## src/bimgl_regs.vh

```
`ifndef BIMGL_REGS_VH
`define BIMGL_REGS_VH
// ==========================================================
// Register offsets (byte addresses)
`define BIMGL_CTRL_OFF 8'h00
`define BIMGL_STAT_OFF 8'h04
`define BIMGL_ENTRY_OFF 8'h08
`define BIMGL_EXTERNAL_STROBE_CONTROL_OFF 8'h0C
`define BIMGL_BLKCNT_OFF 8'h10
`define BIMGL_WIDTH_OFF 8'h14
// ==========================================================
// Field positions
`define BIMGL_STAT_DONE 0
`define BIMGL_STAT_BUSY 1
`define BIMGL_STAT_SER 2
`define BIMGL_STAT_MAP 3
`define BIMGL_STAT_ERR 4
`define BIMGL_CTRL_START 0
// ==========================================================
// Boot image constants
`define BIMGL_BOOT_BASE 24'h001000
`define BIMGL_W8 8'h08
`define BIMGL_W16 8'h10
`define BIMGL_W32 8'h20
`define BIMGL_VEC_BASE 24'h809FC1
`define BIMGL_VEC_COUNT 8'h3F
`define BIMGL_STACK_ADDR 24'h809801
`define BIMGL_MAP_DELAY 2'h3
`define BIMGL_SER_BITS 6'h20
`endif

```

## src/bimgl_loader.v

```verilog
// Function
// Area-1 select fetches header from 0x1000
// First word sets width 8/16/32
// Bytes combine LSB at lowest address
// Half-words combine lower half first
// 32-bit: width, strobe, size, destination
// Copy size words to consecutive destinations
// Accept multiple blocks, each own destination
// Branch to first block destination
// Supplier gives at least one block
// Serial select line low picks serial
// Serial fixed 32-bit burst on sync
// Host generates serial clock and sync
// Serial image skips width and strobe
// Serial words arrive MSB first
// Boot vectors in top 63 RAM words
// Fixed vector slot per interrupt source
// Image must not overwrite vector slots
// One-word stack at 809801h
// Interrupt flags left untouched
// Mode pin held high during boot
// Low area external three cycles after
// Zero size ends image, then branch
// Destinations not below 1000h
// Ascending reads, no gaps
//
// The AXI4-Lite interface to the registers and the register offsets were left to the implementer.
`timescale 1ns/1ns
`default_nettype none
`include "bimgl_regs.vh"
module bimgl_loader #(
    parameter AW = 24
) (
    input wire aclk,
    input wire aresetn,
    // AXI4-Lite slave
    input wire [7:0] s_axi_awaddr,
    input wire s_axi_awvalid,
    output reg s_axi_awready,
    input wire [31:0] s_axi_wdata,
    input wire [3:0] s_axi_wstrb,
    input wire s_axi_wvalid,
    output reg s_axi_wready,
    output reg [1:0] s_axi_bresp,
    output reg s_axi_bvalid,
    input wire s_axi_bready,
    input wire [7:0] s_axi_araddr,
    input wire s_axi_arvalid,
    output reg s_axi_arready,
    output reg [31:0] s_axi_rdata,
    output reg [1:0] s_axi_rresp,
    output reg s_axi_rvalid,
    input wire s_axi_rready,
    // Select pins, active low except boot_mode_select_pin (boot with it high)
    input wire boot_area1_select_line_n,
    input wire serial_boot_select_line_n,
    input wire boot_mode_select_pin,
    // External boot memory read port
    output reg [AW-1:0] mem_addr,
    output reg mem_rd,
    input wire [31:0] mem_rdata,
    input wire mem_ack,
    // Serial receive pins
    input wire serial_clk,
    input wire serial_dr,
    input wire receive_frame_sync,
    // Destination write port
    output reg [AW-1:0] dst_addr,
    output reg [31:0] dst_data,
    output reg dst_we,
    // Core hand-off
    output reg branch_valid,
    output reg [AW-1:0] branch_addr,
    output reg [AW-1:0] stack_ptr,
    output reg [AW-1:0] vector_base,
    output reg low_area_external
);
    // ==========================================================
    // States
    localparam S_IDLE = 3'h0;
    localparam S_FETCH = 3'h1;
    localparam S_WAIT = 3'h2;
    localparam S_SER = 3'h3;
    localparam S_WORD = 3'h4;
    localparam S_DONE = 3'h5;
    localparam F_WIDTH = 2'h0;
    localparam F_EXTERNAL_STROBE_CONTROL = 2'h1;
    localparam F_SIZE = 2'h2;
    localparam F_DEST = 2'h3;

    // Units per word for a width code
    function [2:0] units_of;
        input [7:0] w;
        begin
            case (w)
                `BIMGL_W8: units_of = 3'h4;
                `BIMGL_W16: units_of = 3'h2;
                default: units_of = 3'h1;
            endcase
        end
    endfunction

    // ==========================================================
    // Pin synchronisers
    reg [1:0] a1_s_r, ser_s_r, mode_s_r, sck_s_r, sdr_s_r, fs_s_r;
    reg sck_d_r, fs_d_r;
    always @(posedge aclk) begin
        if (!aresetn) begin
            a1_s_r <= 2'h3;
            ser_s_r <= 2'h3;
            // Match mode_d_r so reset gives no false mode change
            mode_s_r <= 2'h3;
            sck_s_r <= 2'h0;
            sdr_s_r <= 2'h0;
            fs_s_r <= 2'h0;
            sck_d_r <= 1'b0;
            fs_d_r <= 1'b0;
        end else begin
            a1_s_r <= {a1_s_r[0], boot_area1_select_line_n};
            ser_s_r <= {ser_s_r[0], serial_boot_select_line_n};
            mode_s_r <= {mode_s_r[0], boot_mode_select_pin};
            sck_s_r <= {sck_s_r[0], serial_clk};
            sdr_s_r <= {sdr_s_r[0], serial_dr};
            fs_s_r <= {fs_s_r[0], receive_frame_sync};
            sck_d_r <= sck_s_r[1];
            fs_d_r <= fs_s_r[1];
        end
    end
    wire sck_fall = sck_d_r & ~sck_s_r[1];
    wire fs_rise = fs_s_r[1] & ~fs_d_r;

    // ==========================================================
    // Registers and loader state
    reg [2:0] st_r;
    reg [1:0] fld_r;
    reg [7:0] width_r;
    reg [31:0] external_strobe_control_r;
    reg [31:0] size_r;
    reg [AW-1:0] dest_r;
    reg [AW-1:0] first_r;
    reg first_seen_r;
    reg dest_ok_r;
    reg [31:0] asm_r;
    reg [2:0] unit_r;
    reg serial_r;
    reg done_r;
    reg err_r;
    reg [15:0] blkcnt_r;
    reg start_r;
    reg [5:0] bitcnt_r;
    reg ser_act_r;
    reg mode_d_r;
    reg [1:0] map_cnt_r;
    reg [31:0] word_r;

    // Word assembly
    wire [2:0] units = (st_r == S_WAIT && fld_r == F_WIDTH && unit_r == 3'h0) ?
        units_of(mem_rdata[7:0]) : units_of(width_r);
    reg [31:0] asm_nxt;
    always @* begin
        asm_nxt = asm_r;
        case (units)
            // Byte little-endian packing
            3'h4: asm_nxt[unit_r[1:0]*8 +: 8] = mem_rdata[7:0];
            // Lower half first
            3'h2: asm_nxt[unit_r[0]*16 +: 16] = mem_rdata[15:0];
            default: asm_nxt = mem_rdata;
        endcase
    end

    wire aw_go = s_axi_awvalid & s_axi_wvalid & ~s_axi_bvalid & ~s_axi_awready;
    // ==========================================================
    // Loader sequencer
    always @(posedge aclk) begin
        if (!aresetn) begin
            st_r <= S_IDLE;
            fld_r <= F_WIDTH;
            width_r <= `BIMGL_W32;
            external_strobe_control_r <= 32'h0;
            size_r <= 32'h0;
            dest_r <= {AW{1'b0}};
            first_r <= {AW{1'b0}};
            first_seen_r <= 1'b0;
            dest_ok_r <= 1'b0;
            asm_r <= 32'h0;
            unit_r <= 3'h0;
            serial_r <= 1'b0;
            done_r <= 1'b0;
            err_r <= 1'b0;
            blkcnt_r <= 16'h0;
            mem_addr <= {AW{1'b0}};
            mem_rd <= 1'b0;
            dst_addr <= {AW{1'b0}};
            dst_data <= 32'h0;
            dst_we <= 1'b0;
            branch_valid <= 1'b0;
            branch_addr <= {AW{1'b0}};
            bitcnt_r <= 6'h0;
            ser_act_r <= 1'b0;
            word_r <= 32'h0;
        end else begin
            dst_we <= 1'b0;
            case (st_r)
                S_IDLE: begin
                    // Boot only with mode pin high
                    if (mode_s_r[1] && !done_r) begin
                        // Serial select wins
                        if (!ser_s_r[1]) begin
                            serial_r <= 1'b1;
                            // Start at block size
                            fld_r <= F_SIZE;
                            bitcnt_r <= 6'h0;
                            ser_act_r <= 1'b0;
                            st_r <= S_SER;
                        // Area-1 memory boot
                        end else if (start_r || !a1_s_r[1]) begin
                            serial_r <= 1'b0;
                            fld_r <= F_WIDTH;
                            unit_r <= 3'h0;
                            mem_addr <= `BIMGL_BOOT_BASE;
                            st_r <= S_FETCH;
                        end
                    end
                end
                S_FETCH: begin
                    mem_rd <= 1'b1;
                    st_r <= S_WAIT;
                end
                S_WAIT: begin
                    if (mem_ack) begin
                        mem_rd <= 1'b0;
                        asm_r <= asm_nxt;
                        // Later units of the width word need the new width
                        if (fld_r == F_WIDTH && unit_r == 3'h0) begin
                            width_r <= mem_rdata[7:0];
                        end
                        // Next ascending address
                        mem_addr <= mem_addr + 1'b1;
                        if (unit_r + 3'h1 >= units) begin
                            unit_r <= 3'h0;
                            word_r <= asm_nxt;
                            st_r <= S_WORD;
                        end else begin
                            unit_r <= unit_r + 3'h1;
                            st_r <= S_FETCH;
                        end
                    end
                end
                S_SER: begin
                    // Fixed 32-bit burst on sync
                    if (fs_rise && !ser_act_r) begin
                        ser_act_r <= 1'b1;
                        bitcnt_r <= 6'h0;
                    end else if (ser_act_r && sck_fall) begin
                        // Shift in MSB first
                        word_r <= {word_r[30:0], sdr_s_r[1]};
                        if (bitcnt_r == `BIMGL_SER_BITS - 6'h1) begin
                            ser_act_r <= 1'b0;
                            st_r <= S_WORD;
                        end
                        bitcnt_r <= bitcnt_r + 6'h1;
                    end
                end
                S_WORD: begin
                    st_r <= serial_r ? S_SER : S_FETCH;
                    case (fld_r)
                        F_WIDTH: begin
                            // Width code
                            width_r <= word_r[7:0];
                            err_r <= (units_of(word_r[7:0]) == 3'h1) &&
                                (word_r[7:0] != `BIMGL_W32);
                            fld_r <= F_EXTERNAL_STROBE_CONTROL;
                        end
                        // Strobe word follows width
                        F_EXTERNAL_STROBE_CONTROL: begin
                            external_strobe_control_r <= word_r;
                            fld_r <= F_SIZE;
                        end
                        F_SIZE: begin
                            size_r <= word_r;
                            dest_ok_r <= 1'b0;
                            fld_r <= F_DEST;
                            // Zero size ends image
                            if (word_r == 32'h0) begin
                                st_r <= S_DONE;
                            end
                        end
                        default: begin
                            if (!dest_ok_r) begin
                                dest_r <= word_r[AW-1:0];
                                dest_ok_r <= 1'b1;
                                if (!first_seen_r) begin
                                    first_r <= word_r[AW-1:0];
                                    first_seen_r <= 1'b1;
                                end
                            end else if (size_r != 32'h0) begin
                                // Copy one word
                                dst_addr <= dest_r;
                                dst_data <= word_r;
                                dst_we <= 1'b1;
                                dest_r <= dest_r + 1'b1;
                                size_r <= size_r - 32'h1;
                                if (size_r == 32'h1) begin
                                    // Next block header
                                    fld_r <= F_SIZE;
                                    blkcnt_r <= blkcnt_r + 16'h1;
                                end
                            end
                        end
                    endcase
                end
                S_DONE: begin
                    // Branch to first block
                    branch_addr <= first_r;
                    branch_valid <= 1'b1;
                    done_r <= 1'b1;
                    st_r <= S_IDLE;
                end
                default: st_r <= S_IDLE;
            endcase
        end
    end

    // ==========================================================
    // Fixed boot-time placement
    always @(posedge aclk) begin
        if (!aresetn) begin
            stack_ptr <= {AW{1'b0}};
            vector_base <= {AW{1'b0}};
        end else begin
            // One-word stack
            stack_ptr <= `BIMGL_STACK_ADDR;
            // Vectors at top 63 words
            vector_base <= `BIMGL_VEC_BASE;
        end
    end

    // ==========================================================
    // Low area remap after mode change
    always @(posedge aclk) begin
        if (!aresetn) begin
            mode_d_r <= 1'b1;
            map_cnt_r <= 2'h0;
            low_area_external <= 1'b0;
        end else begin
            mode_d_r <= mode_s_r[1];
            // Remap three cycles after change
            if (mode_d_r != mode_s_r[1]) begin
                map_cnt_r <= `BIMGL_MAP_DELAY - 2'h1;
            end else if (map_cnt_r != 2'h0) begin
                map_cnt_r <= map_cnt_r - 2'h1;
                if (map_cnt_r == 2'h1) begin
                    low_area_external <= ~mode_s_r[1];
                end
            end
        end
    end

    // ==========================================================
    // AXI4-Lite slave
    // Interrupt flags untouched
    always @(posedge aclk) begin
        if (!aresetn) begin
            s_axi_awready <= 1'b0;
            s_axi_wready <= 1'b0;
            s_axi_bvalid <= 1'b0;
            s_axi_bresp <= 2'h0;
            s_axi_arready <= 1'b0;
            s_axi_rvalid <= 1'b0;
            s_axi_rresp <= 2'h0;
            s_axi_rdata <= 32'h0;
            start_r <= 1'b0;
        end else begin
            s_axi_awready <= aw_go;
            s_axi_wready <= aw_go;
            if (aw_go) begin
                s_axi_bvalid <= 1'b1;
                s_axi_bresp <= (s_axi_awaddr == `BIMGL_CTRL_OFF) ? 2'h0 : 2'h2;
                if (s_axi_awaddr == `BIMGL_CTRL_OFF && s_axi_wstrb[0]) begin
                    start_r <= s_axi_wdata[`BIMGL_CTRL_START];
                end
            end else if (s_axi_bready) begin
                s_axi_bvalid <= 1'b0;
            end
            s_axi_arready <= s_axi_arvalid & ~s_axi_rvalid & ~s_axi_arready;
            if (s_axi_arvalid && !s_axi_rvalid && !s_axi_arready) begin
                s_axi_rvalid <= 1'b1;
                s_axi_rresp <= 2'h0;
                case (s_axi_araddr)
                    `BIMGL_CTRL_OFF: s_axi_rdata <= {31'h0, start_r};
                    `BIMGL_STAT_OFF: s_axi_rdata <= {27'h0, err_r, low_area_external,
                        serial_r, st_r != S_IDLE, done_r};
                    `BIMGL_ENTRY_OFF: s_axi_rdata <= {{(32-AW){1'b0}}, branch_addr};
                    `BIMGL_EXTERNAL_STROBE_CONTROL_OFF: s_axi_rdata <= external_strobe_control_r;
                    `BIMGL_BLKCNT_OFF: s_axi_rdata <= {16'h0, blkcnt_r};
                    `BIMGL_WIDTH_OFF: s_axi_rdata <= {24'h0, width_r};
                    default: begin
                        s_axi_rdata <= 32'h0;
                        s_axi_rresp <= 2'h2;
                    end
                endcase
            end else if (s_axi_rready) begin
                s_axi_rvalid <= 1'b0;
            end
        end
    end
endmodule // bimgl_loader
`default_nettype wire

```

## config.mk

```make
export PLATFORM = sky130hd
export DESIGN_NAME = bimgl_loader
export DESIGN_NICKNAME = d
export VERILOG_FILES = /design/src/bimgl_loader.v
export VERILOG_INCLUDE_DIRS = /design/src /design/src/src
export SDC_FILE = /design/constraint.sdc
export NUM_CORES = 1
export LEC_CHECK = 0
export BUFFER_PORTS_ARGS = -buffer_cell sky130_fd_sc_hd__buf_4
export CAP_MARGIN = 20
export CORE_MARGIN = 2
export CORE_UTILIZATION = 50
export CTS_CLUSTER_DIAMETER = 100
export CTS_CLUSTER_SIZE = 10
export DETAILED_ROUTE_END_ITERATION = 7
export GPL_TIMING_DRIVEN = 0
export PLACE_DENSITY = 0.7
export SLEW_MARGIN = 0
export SYNTH_ARGS = -nofsm -noshare
export SYNTH_HDL_FRONTEND = slang
export SYNTH_SLANG_ARGS = --single-unit
```

## constraint.sdc

```tcl
create_clock -name aclk -period 5.45 [get_ports aclk]
set_input_delay 1.09 -clock aclk [delete_from_list [all_inputs] [get_ports aclk]]
set_output_delay 1.09 -clock aclk [all_outputs]
set_load 0.005 [all_outputs]
```

==> summary.md <==
| Metric | Value |
|---|---|
| Yosys cell types | `74` |
| H-tree depth | `2` |
| Critical path arrival | `slightly below 6 ns` |
| Setup Skew | `between 0.015 and 0.02 ns` |
| Ys async rst share | `0%` |
| Crit path kind | `flop to flop` |
| Initial DRC Count | `around 2000` |
| Post-synthesis cell type with the largest combined area | `dfxtp_1` |
| # fillers | `roughly 3300` |
| CTS Buf Count | `44` |
| Total gr overflow | `0` |
| Area Overhead vs Synth | `19.4%` |
| Worst Setup End Kind | `flop` |
| Required @ worst endpoint | `roughly 5.9 ns` |
| Max-Slew Margin vs Limit | `between 20% and 30%` |
| Total of max-cap violations | `0` |
| Setup TNS | `0 ns` |
| Final wirelength | `~71000 um` |
| Fin util | `between 60% and 70%` |
| Number of global-route vias before repair | `about 18000` |
| Synth area leaders | `dfxtp_1 41%, nand2_1 7.6%, a21oi_1 5.0%` |
| Post-route ant nets | `0` |
| Power per Cell Area | `about 280 nW/um^2` |
| Placement Cell Area | `about 21000 sq um` |
| Global route hottest layer | `met2` |
| Switching share of power | `a little over a quarter` |
| Worst slew pin tran | `roughly 1.2 ns` |
| # IOs | `295` |
| Initial antenna violation count | `4` |
| XOR/XNOR share of the synthesized area | `1.51%` |
| Static leakage | `slightly above 0.008 uW` |
| Root Buffer | `clkbuf_16` |
| Inst Count DP | `3089` |
| Adder-Cell Fraction of Synth Area | `1.28%` |
| Largest family of logic cells by synthesized area | `simple AND/OR/NAND/NOR gates` |
| Multi-input gate area | `roughly 9900 sq um` |
| Fin area | `between 20000 and 25000 sq um` |
| Initial DRT Pass Iterations | `6` |
| Synth Area in Simple Gates | `roughly a quarter` |
| Post-synthesis mux area share | `2.36%` |
| # setup viols final | `0` |
| Tmin final | `5.34 ns` |
| Number of synthesized flops with an enable pin | `0` |
| M3 GR Usage | `under 10%` |
| WL/cell | `about 23 um` |
| Post-synth top area share | `between 40 and 50%` |
| First-pass GRT wire length | `approximately 110000 um` |
| # clock sinks | `384` |
| Flop pwr share | `~48%` |
| Sequential area share after synthesis | `between 40% and 50%` |
| Psw | `~1700 uW` |
| Placer Congestion | `slightly below 1` |
| Clock share of power | `around two fifths` |
| Final hold vios | `0` |
| Post-Syn Area | `18600 sq um` |
| GR Util met2 | `between 50% and 60%` |
| Initial Utilization | `approximately half` |
| Mapped Avg Cell Area | `slightly below 8 sq um` |
| Hold/Removal Path Class | `flop to flop` |
| CTS tree | `built` |
| RSZ-0062 raised after global routing | `yes` |
| Die area | `about 39000 sq um` |
| Non-Filler Instances | `3137` |
| Status | `complete, no violations` |
| Synth Area in Compound Gates | `21.5%` |
| Commonest non-fill, non-tap cell in the layout | `dfxtp_1` |
| Routed vias | `a little under 20000` |
| Layout cell share with drive strength beyond 1 | `13.9%` |
| Core area | `roughly 37000 sq um` |
| Tot GR Track Use | `about 36%` |
| Comb pwr share | `just over 10%` |
| Seq cells post-synth | `between 300 and 400` |
| Clock-pin slew on the worst setup and hold paths | `0.06 ns` |
| Largest net degree at the start of global routing | `16` |
| Worst-Skew Late Latency | `between 0.5 and 0.6 ns` |
| Synth Instances | `approximately 2400` |
| Final period util | `a little over nine tenths` |
| Port Buffers | `around 220` |
| # rows | `70` |
| Final worst setup slack | `~0.11 ns` |
| DRC viols | `0` |
| Synth Warn # | `0` |
| Sequential Area | `about 7700 sq um` |
| Worst Path Max Fanout | `10` |
| Dpl ws | `-0.837 ns` |
| Die Height | `roughly 200 um` |
| DR vias/cell | `just over 6` |
| Internal | `around 4600 uW` |
| Die width | `just under 200 um` |
| Deepest clock path buffer count | `3` |
| Slew Limit Fails | `0` |
| F_max | `around 190 MHz` |
| Final nets | `2783` |
| M1 GR Usage | `between 40% and 50%` |
| Crit path launch type | `flop` |
| Synth Flop Type | `dfxtp_1` |
| Commonest cells after routing, fill and taps aside | `384 x dfxtp_1, 378 x nand2_1, 274 x buf_4, 187 x a21oi_1, 173 x o21ai_0` |
| HPWL Detailed | `approximately 52000 um` |
| Max VDD drop | `about 0.00022 V` |
-- cell type report --
class                           count  share of cell area [%]
Antenna cell                        1                  0.0113
Buffer                            227                    4.91
Clock buffer                       44                    4.96
Clock inverter                      4                   0.242
Inverter                           32                   0.541
Multi-Input combinational cell   1748                    44.5
Sequential cell                   384                    34.6
Tap cell                          468                    2.64
Timing Repair Buffer              229                    7.63
-- flip-flops by register name (all words and copies together), names as in the netlist, 32 cells and up --
name,count
asm_r,32
dst_data,32
external_strobe_control_r,32
s_axi_rdata,32
size_r,32
word_r,32
-- routing by layer --
layer	vias up	wire length [um]
li1	8920	-
met1	9159	29100
met2	1072	31200
met3	244	7060
met4	4	3800
met5	-	28
-- path summary, 6_finish.rpt --
path	start	to	slack, ns	depth (start not counted)
worst max-delay path	unit_r[0]	word_r[22]	0.11	15
worst min-delay path	mode_s_r[0]	mode_s_r[1]	0.41	1
worst max register to register	unit_r[0]	word_r[22]	0.11	15
worst min register to register	mode_s_r[0]	mode_s_r[1]	0.41	1
-- power by group through the flow --
stage / Clock (uW) / Sequential [uW] / Combinational [uW]
after floorplan: 0 / 2990 / 389
after global placement: 0 / 3060 / 608
after detailed placement: 0 / 3060 / 621
after CTS: 2620 / 3000 / 626
after global routing: 2720 / 3010 / 695
final: 2610 / 3010 / 647
-- synthesized netlist by cell type, types with 19 or more instances --
| cell type | number |
|---|---|
| dfxtp_1 | 384 |
| nand2_1 | 378 |
| a21oi_1 | 187 |
| o21ai_0 | 174 |
| clkbuf_1 | 160 |
| nor2_1 | 156 |
| nand3_1 | 108 |
| a21boi_0 | 60 |
| buf_4 | 53 |
| nor2b_1 | 46 |
| or3_1 | 46 |
| nor4_1 | 40 |
| nor3_1 | 38 |
| mux2i_1 | 36 |
| a211oi_1 | 31 |
| inv_1 | 31 |
| and2_1 | 27 |
| nor3b_1 | 25 |
| nand4_1 | 24 |
| a31oi_1 | 23 |
| nand2b_1 | 21 |
| o22ai_1 | 21 |
| ha_1 | 19 |
-- through the flow --
step	hold WS [ns]	total power [uW]
3_3_place_gp	0.394	3670
5_1_grt	0.427	6420
2_1_floorplan	0.386	3380
4_1_cts	0.408	6250
6_report	0.409	6270
3_5_place_dp	0.397	3680
-- worst max-delay path: stages, from the launching register on --
cell and delay, ns:
dfxtp_1 0.34, clkbuf_2 0.25, inv_1 0.26, ha_2 0.37
nand4bb_1 0.18, or2_2 0.30, clkbuf_1 0.22, o41a_1 0.57
clkbuf_1 0.33, ha_1 0.40, nand2_1 0.05, o21ai_1 0.33
nand2_1 0.28, buf_1 0.35, a2111oi_1 0.83, nor3b_1 0.11
-- what timing repair did --
action                                  CTS  global route
buffers inserted                          0             0
gates resized for setup                  15            10
endpoints found under the setup margin   32            25
hold endpoints to repair                  0             0
hold buffers                              0             0
-- cell families after synthesis --
group	count (synthesis)
xor gates and xnor gates	32
AOI/OAI and AO/OA	639
other	1
and+or+nand+nor	980
muxes	43
DFF	384
buffers and inverters	260
adders and majority gates	19
Power figures use the tool's default switching activity.
